### config.mk
export PLATFORM = sky130hd
export DESIGN_NAME = cps_supervisor
export DESIGN_NICKNAME = d
export VERILOG_FILES = /design/src/rtl/cps_row_mem.v /design/src/rtl/cps_shift_link.v /design/src/rtl/cps_supervisor.v
export VERILOG_INCLUDE_DIRS = /design/src /design/src/rtl
export SDC_FILE = /design/constraint.sdc
export NUM_CORES = 2
export LEC_CHECK = 0
export BUFFER_PORTS_ARGS = -buffer_cell sky130_fd_sc_hd__buf_2
export CAP_MARGIN = 10
export CORE_ASPECT_RATIO = 0.9
export CORE_MARGIN = 4
export CORE_UTILIZATION = 35
export DETAILED_ROUTE_END_ITERATION = 6
export HOLD_SLACK_MARGIN = 0.15
export PLACE_DENSITY = 0.6
export SKIP_CTS_REPAIR_TIMING = 1
export SYNTH_ARGS = -nofsm -noshare
export SYNTH_HDL_FRONTEND = slang
export SYNTH_SLANG_ARGS = --single-unit
### constraint.sdc
create_clock -name I_REF_CLK -period 36.9 [get_ports I_REF_CLK]
set_input_delay 3.69 -clock I_REF_CLK [delete_from_list [all_inputs] [get_ports I_REF_CLK]]
set_output_delay 3.69 -clock I_REF_CLK [all_outputs]
set_load 0.03 [all_outputs]
### src/rtl/cps_consts.vh
// Constants of the channel protection supervisor
`ifndef CPS_CONSTS_VH
`define CPS_CONSTS_VH
`define CPS_NCH           8
`define CPS_FRAME_BITS    72
`define CPS_FRAME_MSB     71
`define CPS_BITCNT_LAST   7'h47
`define CPS_SCLK_HALF     3'h3
`define CPS_CLK_MHZ       125
`define CPS_MUTE_DLY_NS   20000
`define CPS_MUTE_DLY_CYC  ((`CPS_MUTE_DLY_NS * `CPS_CLK_MHZ + 999) / 1000)
`define CPS_HOLD_S        6
`define CPS_BLINK_FAST_MS 333
`define CPS_BLINK_SLOW_MS 2000
// Status byte of each channel in the input frame
`define CPS_SB_EN         0
`define CPS_SB_MUTED      1
`define CPS_SB_ILIM       2
`define CPS_SB_SHORT      3
`define CPS_SB_DC         4
`define CPS_SB_CLIP       5
// Switch byte sits above the eight status bytes
`define CPS_SW_LSB        64
`define CPS_SW_FANMASK    7
// Output frame layout
`define CPS_OF_MUTE_LSB   0
`define CPS_OF_EN_LSB     8
`define CPS_OF_LED_LSB    16
`define CPS_OF_ROW_LSB    23
// LED bits of one row
`define CPS_LED_CPL       0
`define CPS_LED_HF        1
`define CPS_LED_TEMP      2
`define CPS_LED_CLIP      3
`define CPS_LED_MUTE      4
// Analogue thresholds, 8-bit codes
`define CPS_LOWZ_LEVEL    8'h10
`define CPS_TEMP_TRIP     8'h33
`define CPS_TEMP_CLEAR    8'h40
`endif

### src/rtl/cps_row_mem.v
// Eight-row LED pattern store with registered read
`timescale 1ns/10ps
module cps_row_mem (
  input  wire       i_clk,
  input  wire       i_ce,
  input  wire       i_we,
  input  wire [2:0] i_waddr,
  input  wire [6:0] i_wdata,
  input  wire [2:0] i_raddr,
  output reg  [6:0] o_rdata
);
  reg [6:0] mem [0:7];

  // Contents carry no reset; rows are rewritten every eight cycles
  always @(posedge i_clk) begin
    if (i_ce) begin
      if (i_we)
        mem[i_waddr] <= i_wdata;
      o_rdata <= mem[i_raddr];
    end
  end
endmodule // cps_row_mem

### src/rtl/cps_shift_link.v
// Serial chain engine: one 72-bit frame in and out per start
`timescale 1ns/10ps
`include "cps_consts.vh"
module cps_shift_link (
  input  wire        i_clk,
  input  wire        i_nrst,
  input  wire        i_ce,
  input  wire        i_start,
  input  wire [71:0] i_tx,
  input  wire        i_miso,
  output reg         o_sclk,
  output reg         o_cs_n,
  output reg         o_mosi,
  output reg  [71:0] o_rx,
  output reg         o_done,
  output reg         o_busy
);
  reg [2:0]  div_q;
  reg [6:0]  cnt_q;
  reg [71:0] tx_q;
  reg [71:0] rx_q;

  // CS low samples the chain, each clock pulse moves it one stage
  always @(posedge i_clk) begin
    if (!i_nrst) begin
      o_sclk <= 1'b0;
      o_cs_n <= 1'b1;
      o_mosi <= 1'b0;
      o_rx   <= 72'h0;
      o_done <= 1'b0;
      o_busy <= 1'b0;
      div_q  <= 3'h0;
      cnt_q  <= 7'h0;
      tx_q   <= 72'h0;
      rx_q   <= 72'h0;
    end else if (i_ce) begin
      o_done <= 1'b0;
      if (!o_busy) begin
        if (i_start) begin
          o_busy <= 1'b1;
          o_cs_n <= 1'b0;
          tx_q   <= i_tx;
          o_mosi <= i_tx[`CPS_FRAME_MSB];
          div_q  <= 3'h0;
          cnt_q  <= 7'h0;
        end
      end else if (div_q != `CPS_SCLK_HALF) begin
        div_q <= div_q + 3'h1;
      end else begin
        div_q <= 3'h0;
        if (!o_sclk) begin
          o_sclk <= 1'b1;
          rx_q   <= {rx_q[70:0], i_miso}; // Rising edge captures
        end else begin
          o_sclk <= 1'b0;
          if (cnt_q == `CPS_BITCNT_LAST) begin
            o_busy <= 1'b0;
            o_cs_n <= 1'b1;
            o_done <= 1'b1;
            o_rx   <= rx_q;
          end else begin
            cnt_q  <= cnt_q + 7'h1;
            tx_q   <= {tx_q[70:0], 1'b0};
            o_mosi <= tx_q[70];
          end
        end
      end
    end
  end
endmodule // cps_shift_link

### src/rtl/cps_supervisor.v
// Channel protection supervisor top level
// Behaviour
// - Mute first, drop enable after delay
// - Muted feedback bit is actual mute state
// - Current limit with low level: off 6s
// - Short circuit: mute 6s, CURRENT_PROTECT_LED lit
// - Enable low unmuted: HF protect 6s
// - DC fault: off, HF and CURRENT_PROTECT_LED lit
// - Hot: off with LED until cooled
// - Switch settings come from serial chain
// - Fan mask adds output level to fan
// - Input level and mode on direct pins
// - Remote valid only with power on
// - Panel output enable low until data valid
// - Shift seven LED bits plus row select
// - Advance row, wrap after last row
// - Comm LED fast without firmware, else slow
// - CS low samples, clocks shift chain
`timescale 1ns/10ps
`include "cps_consts.vh"
module cps_supervisor #(
  parameter [31:0] HOLD_CYC   = `CPS_HOLD_S * `CPS_CLK_MHZ * 1000000,
  parameter [31:0] BLINK_FAST = `CPS_BLINK_FAST_MS * `CPS_CLK_MHZ * 500,
  parameter [31:0] BLINK_SLOW = `CPS_BLINK_SLOW_MS * `CPS_CLK_MHZ * 500
) (
  input  wire       I_REF_CLK,
  input  wire       I_NRST,
  input  wire       I_CE,
  input  wire       I_MISO,
  input  wire       I_ADC_VALID,
  input  wire [7:0] I_ADC_DATA,
  input  wire [7:0] I_SPL_LEVEL,
  input  wire       I_FW_VALID,
  input  wire       I_POWER_SWITCH_SENSE,
  input  wire       I_REMOTE_SWITCH_SENSE,
  input  wire       I_GENERAL_INPUT_LEVEL,
  input  wire       I_GENERAL_INPUT_MODE,
  output reg        O_SCLK,
  output reg        O_CS_N,
  output reg        O_MOSI,
  output reg        O_PANEL_OE,
  output reg  [3:0] O_AMUX_SEL,
  output reg  [7:0] O_CH_MUTED,
  output reg  [7:0] O_CH_ENABLED,
  output reg  [7:0] O_SWITCHES,
  output reg  [7:0] O_FAN_VALUE,
  output reg        O_COMM_LED,
  output reg        O_POWER_ON,
  output reg        O_REMOTE_ON,
  output reg        O_GENERAL_INPUT_LEVEL,
  output reg        O_GENERAL_INPUT_MODE
);
  localparam [4:0] ST_RUN  = 5'h01;
  localparam [4:0] ST_PRE  = 5'h02;
  localparam [4:0] ST_HOLD = 5'h04;
  localparam [4:0] ST_TEMP = 5'h08;
  localparam [4:0] ST_DC   = 5'h10;

  reg  [4:0]  sync1_q;
  reg  [4:0]  sync2_q;
  reg  [71:0] stat_q;
  reg  [2:0]  row_q;
  reg  [2:0]  wr_idx_q;
  reg  [63:0] temp_all_q;
  reg  [63:0] level_all_q;
  reg  [31:0] blink_cnt_q;
  reg  [7:0]  fan_d;
  reg  [7:0]  tmin;
  integer     k;
  wire        lnk_sclk;
  wire        lnk_cs_n;
  wire        lnk_mosi;
  wire [71:0] lnk_rx;
  wire        lnk_done;
  wire        lnk_busy;
  wire [6:0]  row_led;
  wire [7:0]  mute_all;
  wire [7:0]  en_all;
  wire [55:0] led_all;
  wire [7:0]  row_sel_n;
  wire [71:0] tx_frame;
  wire [31:0] blink_lim;

  // Pin inputs pass two flops; only the second stage is read
  always @(posedge I_REF_CLK) begin
    if (!I_NRST) begin
      sync1_q <= 5'h00;
      sync2_q <= 5'h00;
    end else if (I_CE) begin
      sync1_q <= {I_GENERAL_INPUT_MODE, I_GENERAL_INPUT_LEVEL,
                  I_REMOTE_SWITCH_SENSE, I_POWER_SWITCH_SENSE, I_MISO};
      sync2_q <= sync1_q;
    end
  end

  // Switch sense: remote only counts with power on
  always @(posedge I_REF_CLK) begin
    if (!I_NRST) begin
      O_POWER_ON            <= 1'b0;
      O_REMOTE_ON           <= 1'b0;
      O_GENERAL_INPUT_LEVEL <= 1'b0;
      O_GENERAL_INPUT_MODE  <= 1'b0;
    end else if (I_CE) begin
      O_POWER_ON            <= sync2_q[1];
      O_REMOTE_ON           <= sync2_q[1] & sync2_q[2];
      O_GENERAL_INPUT_LEVEL <= sync2_q[3]; // Direct pins, live in standby
      O_GENERAL_INPUT_MODE  <= sync2_q[4];
    end
  end

  // Row selector: only the scanned row line is low
  assign row_sel_n = ~(8'h01 << row_q);
  assign tx_frame  = {41'h0, row_sel_n, row_led, en_all, mute_all};

  // Frames run back to back; each carries one LED row
  cps_shift_link u_link (
    .i_clk   (I_REF_CLK),
    .i_nrst  (I_NRST),
    .i_ce    (I_CE),
    .i_start (1'b1),
    .i_tx    (tx_frame),
    .i_miso  (sync2_q[0]),
    .o_sclk  (lnk_sclk),
    .o_cs_n  (lnk_cs_n),
    .o_mosi  (lnk_mosi),
    .o_rx    (lnk_rx),
    .o_done  (lnk_done),
    .o_busy  (lnk_busy)
  );

  // Link pins re-registered so top outputs come from flops
  always @(posedge I_REF_CLK) begin
    if (!I_NRST) begin
      O_SCLK <= 1'b0;
      O_CS_N <= 1'b1;
      O_MOSI <= 1'b0;
    end else if (I_CE) begin
      O_SCLK <= lnk_sclk;
      O_CS_N <= lnk_cs_n;
      O_MOSI <= lnk_mosi;
    end
  end

  // Frame results, row scan and panel enable
  always @(posedge I_REF_CLK) begin
    if (!I_NRST) begin
      stat_q     <= 72'h0;
      row_q      <= 3'h0;
      O_PANEL_OE <= 1'b0;
      O_SWITCHES <= 8'h00;
    end else if (I_CE && lnk_done) begin
      stat_q     <= lnk_rx;
      O_SWITCHES <= lnk_rx[`CPS_SW_LSB +: 8]; // Settings via chain
      row_q      <= row_q + 3'h1; // Wraps from last row to first
      O_PANEL_OE <= 1'b1; // Released once a valid row is shifted
    end
  end

  // Refresh one LED row per cycle from the channel state
  always @(posedge I_REF_CLK) begin
    if (!I_NRST)
      wr_idx_q <= 3'h0;
    else if (I_CE)
      wr_idx_q <= wr_idx_q + 3'h1;
  end

  cps_row_mem u_rows (
    .i_clk   (I_REF_CLK),
    .i_ce    (I_CE),
    .i_we    (1'b1),
    .i_waddr (wr_idx_q),
    .i_wdata (led_all[wr_idx_q*7 +: 7]),
    .i_raddr (row_q),
    .o_rdata (row_led)
  );

  // Analogue scan: level and temperature for each channel in turn
  always @(posedge I_REF_CLK) begin
    if (!I_NRST) begin
      O_AMUX_SEL  <= 4'h0;
      temp_all_q  <= {8{8'hff}};
      level_all_q <= {8{8'hff}};
    end else if (I_CE && I_ADC_VALID) begin
      if (O_AMUX_SEL[3])
        temp_all_q[O_AMUX_SEL[2:0]*8 +: 8] <= I_ADC_DATA;
      else
        level_all_q[O_AMUX_SEL[2:0]*8 +: 8] <= I_ADC_DATA;
      O_AMUX_SEL <= O_AMUX_SEL + 4'h1;
    end
  end

  // Fan demand follows the hottest module; lower code means hotter
  always @* begin
    tmin = 8'hff;
    for (k = 0; k < `CPS_NCH; k = k + 1) begin
      if (temp_all_q[k*8 +: 8] < tmin)
        tmin = temp_all_q[k*8 +: 8];
    end
    fan_d = ~tmin;
    if (O_SWITCHES[`CPS_SW_FANMASK] && I_SPL_LEVEL > fan_d)
      fan_d = I_SPL_LEVEL; // Output level joins the fan value
  end

  always @(posedge I_REF_CLK) begin
    if (!I_NRST)
      O_FAN_VALUE <= 8'h00;
    else if (I_CE)
      O_FAN_VALUE <= fan_d;
  end

  // Comm LED blink rate shows whether firmware is valid
  assign blink_lim = I_FW_VALID ? BLINK_SLOW : BLINK_FAST;
  always @(posedge I_REF_CLK) begin
    if (!I_NRST) begin
      blink_cnt_q <= 32'h0;
      O_COMM_LED  <= 1'b0;
    end else if (I_CE) begin
      if (blink_cnt_q >= blink_lim - 32'h1) begin
        blink_cnt_q <= 32'h0;
        O_COMM_LED  <= ~O_COMM_LED;
      end else begin
        blink_cnt_q <= blink_cnt_q + 32'h1;
      end
    end
  end

  // Per-channel protection state machine
  genvar g;
  generate
    for (g = 0; g < `CPS_NCH; g = g + 1) begin : g_ch
      reg  [4:0]  st_q;
      reg  [31:0] tmr_q;
      reg  [1:0]  dest_q;
      reg         off_q;
      reg         cpl_q;
      reg         hf_q;
      wire [7:0]  sb      = stat_q[g*8 +: 8];
      wire [7:0]  temp    = temp_all_q[g*8 +: 8];
      wire        muted   = sb[`CPS_SB_MUTED]; // Actual mute state
      wire        hot     = temp < `CPS_TEMP_TRIP;
      wire        low_z   = sb[`CPS_SB_ILIM] &&
                            level_all_q[g*8 +: 8] < `CPS_LOWZ_LEVEL;
      wire        hf_evt  = !sb[`CPS_SB_EN] && !muted && !sb[`CPS_SB_SHORT];

      assign mute_all[g] = (st_q != ST_RUN);
      // Enable stays high while muting settles
      assign en_all[g]   = (st_q == ST_RUN) || (st_q == ST_PRE) ||
                           ((st_q == ST_HOLD) && !off_q);
      assign led_all[g*7 +: 7] = {2'b00, muted, sb[`CPS_SB_CLIP],
                                  (st_q == ST_TEMP), hf_q, cpl_q};

      always @(posedge I_REF_CLK) begin
        if (!I_NRST) begin
          st_q   <= ST_RUN;
          tmr_q  <= 32'h0;
          dest_q <= 2'h0;
          off_q  <= 1'b0;
          cpl_q  <= 1'b0;
          hf_q   <= 1'b0;
        end else if (I_CE) begin
          case (st_q)
            ST_RUN: begin
              tmr_q <= 32'h0;
              cpl_q <= 1'b0;
              hf_q  <= 1'b0;
              // Faults are checked every cycle, also just after a hold
              if (sb[`CPS_SB_DC]) begin
                st_q   <= ST_PRE; // Shut off, show fault
                dest_q <= 2'h2;
                cpl_q  <= 1'b1;
                hf_q   <= 1'b1;
              end else if (sb[`CPS_SB_SHORT]) begin
                st_q  <= ST_HOLD; // Mute only, CURRENT_PROTECT_LED steady
                off_q <= 1'b0;
                cpl_q <= 1'b1;
              end else if (hot) begin
                st_q   <= ST_PRE;
                dest_q <= 2'h1;
              end else if (low_z) begin
                st_q   <= ST_PRE;
                dest_q <= 2'h0;
                cpl_q  <= 1'b1;
              end else if (hf_evt) begin
                st_q  <= ST_HOLD; // Held muted with HF LED
                off_q <= 1'b0;
                hf_q  <= 1'b1;
              end
            end
            ST_PRE: begin
              // Enable drops only after delay and confirmed mute
              if (tmr_q >= `CPS_MUTE_DLY_CYC - 1 && muted) begin
                tmr_q <= 32'h0;
                off_q <= 1'b1;
                if (dest_q == 2'h2)
                  st_q <= ST_DC;
                else if (dest_q == 2'h1)
                  st_q <= ST_TEMP;
                else
                  st_q <= ST_HOLD;
              end else begin
                tmr_q <= tmr_q + 32'h1;
              end
            end
            ST_HOLD: begin
              if (tmr_q >= HOLD_CYC - 32'h1) begin
                st_q  <= ST_RUN; // Six seconds over
                off_q <= 1'b0;
              end else begin
                tmr_q <= tmr_q + 32'h1;
              end
            end
            ST_TEMP: begin
              if (temp >= `CPS_TEMP_CLEAR) begin
                st_q  <= ST_RUN; // Cooled down
                off_q <= 1'b0;
              end
            end
            ST_DC: begin
              st_q <= ST_DC; // Latched until reset
            end
            default: begin
              st_q <= ST_RUN;
            end
          endcase
        end
      end
    end
  endgenerate

  // Channel status outputs
  always @(posedge I_REF_CLK) begin
    if (!I_NRST) begin
      O_CH_MUTED   <= 8'h00;
      O_CH_ENABLED <= 8'h00;
    end else if (I_CE) begin
      O_CH_MUTED   <= mute_all;
      O_CH_ENABLED <= en_all;
    end
  end
endmodule // cps_supervisor

==> flow_metrics.env <==
export IMPL_core_um2=107500
export IMPL_whs_path_depth=2
export IMPL_start_kind="flop"
export IMPL_drive_gt1_share_pct=7.555
export IMPL_hold_viol_final=0
export IMPL_n_fill_cell=11018
export IMPL_worst_pin_slew_ns=1.248
export IMPL_drt_iter0_drc=2321
export IMPL_clockBufferDepth=3
export IMPL_crit_path_frequent_cell="a21o_1"
export IMPL_drc=0
export IMPL_diodes=0
export IMPL_yosys_warnings=0
export IMPL_synth_fp_nets=4710
export IMPL_fp_dieW_um=355.0
export IMPL_finalCriticalPeriod_ns=15.46
export IMPL_drv_slew=0
export IMPL_grtUsageTotal_pct=16.57
export IMPL_clock_sinks=832
export IMPL_routabilityCongestion=0.8373
export IMPL_die_h_um=320.3
export IMPL_reg2reg_depth=64
export IMPL_regToRegSetupSlack_ns=21.44
export IMPL_viasPerCell=5.141
export IMPL_cts_buffers=90
export IMPL_insertion_delay_ns=0.68
export IMPL_post_synth_top_count_cell="nand2_1"
export IMPL_synth_seq_area_share_pct=45.10
export IMPL_synth_top_cells_by_area="dfxtp_1, nand2_1, a21oi_1"
export IMPL_vias=31342
export IMPL_multi_input_area_um2=19640
export IMPL_synthTopCellsByCount="nand2_1, dfxtp_1, nor2_1, a21oi_1, nand3_1"
export IMPL_cpPeakStageDelay_ns=0.52
export IMPL_grt_start_max_net_pins=114
export IMPL_reg2reg_to="O_FAN_VALUE[0]"
export IMPL_yosys_area_top_type="dfxtp_1"
export IMPL_clk_pin_slew_ns=0.06
export IMPL_final_setup_tns_ns=0
export IMPL_avgSynthCellArea_um2=8.274
export IMPL_critPathKind="reg -> reg"
export IMPL_critPathSlowestCell="o31ai_4"
export IMPL_hold_class="reg -> reg"
export IMPL_fin_ws_ns=21.44
export IMPL_synthArstFlopShare_pct=0
export IMPL_cp_required_ns=37.41
export IMPL_status="completed"
export IMPL_skew_ns=0.03573
export IMPL_antenna_found_initial=1
export IMPL_rows=114
export IMPL_synth_top_area_share_pct=41.54
export IMPL_final_net_count=4701
export IMPL_ys_types=91
export IMPL_critical_path_top_delay_family="compound AO/OA/AOI/OAI gates"
export IMPL_drt_pass1_iterations=7
export IMPL_syn_area_um2=37930
export IMPL_powerDensity_nw_per_um2=46.05
export IMPL_ys_flop_type="dfxtp_1"
export IMPL_grt_pass1_vias=28913
export IMPL_timing_fmax_mhz=64.70
export IMPL_htreeDepth=3
export IMPL_endpoint_kind="flop"
export IMPL_hpwl_um=65850
export IMPL_synth_seq_cells=832
export IMPL_boundaryPins=71
export IMPL_drt_total_wl_um=96720
export IMPL_min_to="u_link.rx_q[39]"
export IMPL_met3_length_um=5313
export IMPL_cts_root_buffer="clkbuf_16"
export IMPL_syn_inst=4584
export IMPL_die_area_um2=113700
export IMPL_slew_limit_headroom_pct=16.04
export IMPL_vdd_drop_max_v=0.00003704
export IMPL_p_leak_nw=15.92
export IMPL_crit_arrival_ns=15.97
export IMPL_area_growth_pct=12.86
export IMPL_top_layer="met4"
export IMPL_fin_crit_sh_pct=41.89
export IMPL_crit_fanout=16
export IMPL_wl_met1_um=47830
export IMPL_crit_buf_inv=4
export IMPL_cts_tree="built"
export IMPL_port_buffers=70
export IMPL_grt_pass1_wl_um=156700
export IMPL_hold_start="u_link.rx_q[38]"
export IMPL_synth_edff_count=45
export IMPL_regArea_um2=17110
export IMPL_gr_total_overflow=0
export IMPL_initial_utilization_pct=35.27
export IMPL_rsz0062_at_grt="no"
export IMPL_routedWlPerCell_um=15.87
export IMPL_detail_route_antenna_nets=0
export IMPL_reg2reg_from="temp_all_q[6]"
export IMPL_dp_slack_ns=21.47
export IMPL_wl_met2_um=41200
export IMPL_cap_violations=0
export IMPL_setup_violations=0
## cells by family (layout without fill, tap and decap cells)
| family | count (synthesis) | in the layout | synth area share (%) |
|---|---|---|---|
| and+or+nand+nor | 2079 | 2079 | 24.50 |
| AOI/OAI and AO/OA | 857 | 857 | 13.88 |
| DFF | 832 | 832 | 45.10 |
| buffers and inverters | 333 | 395 | 3.299 |
| xor gates and xnor gates | 270 | 270 | 6.235 |
| muxes | 112 | 112 | 3.655 |
| adders and majority gates | 101 | 101 | 3.325 |
## worst min-delay path, delay by kind of cell, from the launching register on
| kind | cells | cell delay [ns] |
|---|---|---|
| flip-flops | 1 | 0.31 |
| AND/OR/NAND/NOR | 1 | 0.06 |
| AO/OA/AOI/OAI | 1 | 0.05 |
## flip-flops by register name, summed over array words and instances, names as in the netlist, 40 cells and up
name / count
u_link.o_rx: 56
g_ch.st_q: 40
u_link.tx_q: 71
stat_q: 48
u_link.rx_q: 72
g_ch.tmr_q: 256
temp_all_q: 64
u_rows.mem: 40
## layout by cell type, fill, tap and decap left out, types with 80 or more instances in the layout
| master | n |
|---|---|
| nor3_1 | 86 |
| nand2_1 | 871 |
| nor2_1 | 512 |
| inv_1 | 117 |
| xor2_1 | 178 |
| dfxtp_1 | 786 |
| mux2i_1 | 80 |
| nand3_1 | 233 |
| ha_1 | 100 |
| a21oi_1 | 395 |
| clkbuf_16 | 91 |
| xnor2_1 | 92 |
| o21ai_0 | 167 |
## through the flow
| stage | hold WS (ns) | total power [mW] | util [%] | area, um2 | std cells |
|---|---|---|---|---|---|
| 6_report | 0.4379 | 1.971 | 39.80 | 42810 | 6096 |
| 3_3_place_gp | 0.4359 | 1.048 | 36.90 | 39680 | 5933 |
| 2_1_floorplan | 0.4312 | 1.014 | - | 37930 | 4584 |
| 4_1_cts | 0.4384 | 1.999 | 39.80 | 42810 | 6096 |
| 3_5_place_dp | 0.4417 | 1.049 | 36.90 | 39680 | 5933 |
| 5_1_grt | 0.4563 | 2.048 | 39.80 | 42810 | 6096 |
## routing by layer
metal  up-vias  global-route usage, %
li1      15908                      -
met1     14714                  24.26
met5         -                      0
met2       583                  24.70
met4         0                  4.865
met3       137                  3.144
## worst max-delay path by stage
| stage | startpoint | to | slack (ns) | cells past startpoint |
|---|---|---|---|---|
| floorplan | temp_all_q[6] | O_FAN_VALUE[0] | 23.40 | 67 |
| global placement | temp_all_q[6] | O_FAN_VALUE[0] | 21.67 | 64 |
| detailed placement | temp_all_q[6] | O_FAN_VALUE[0] | 21.47 | 64 |
| CTS | temp_all_q[6] | O_FAN_VALUE[0] | 21.41 | 64 |
| global route | temp_all_q[7] | O_FAN_VALUE[0] | 20.15 | 65 |
| finish | temp_all_q[6] | O_FAN_VALUE[0] | 21.44 | 64 |
## layout make-up
cell class,count,area share [%]
Tap cell,1450,4.238
Timing Repair Buffer,110,1.532
Inverter,122,1.087
Sequential cell,832,39.97
Multi-Input combinational cell,3419,45.88
Clock inverter,44,1.380
Clock buffer,119,5.916
## power breakdown
part,internal (mW),switching (mW),total (mW)
logic,0.0288,0.0689,0.0976
registers,0.919,0.0126,0.931
clock network,0.557,0.385,0.942
total,1.50,0.467,1.97
No activity file was read; power rests on OpenSTA's default activity.
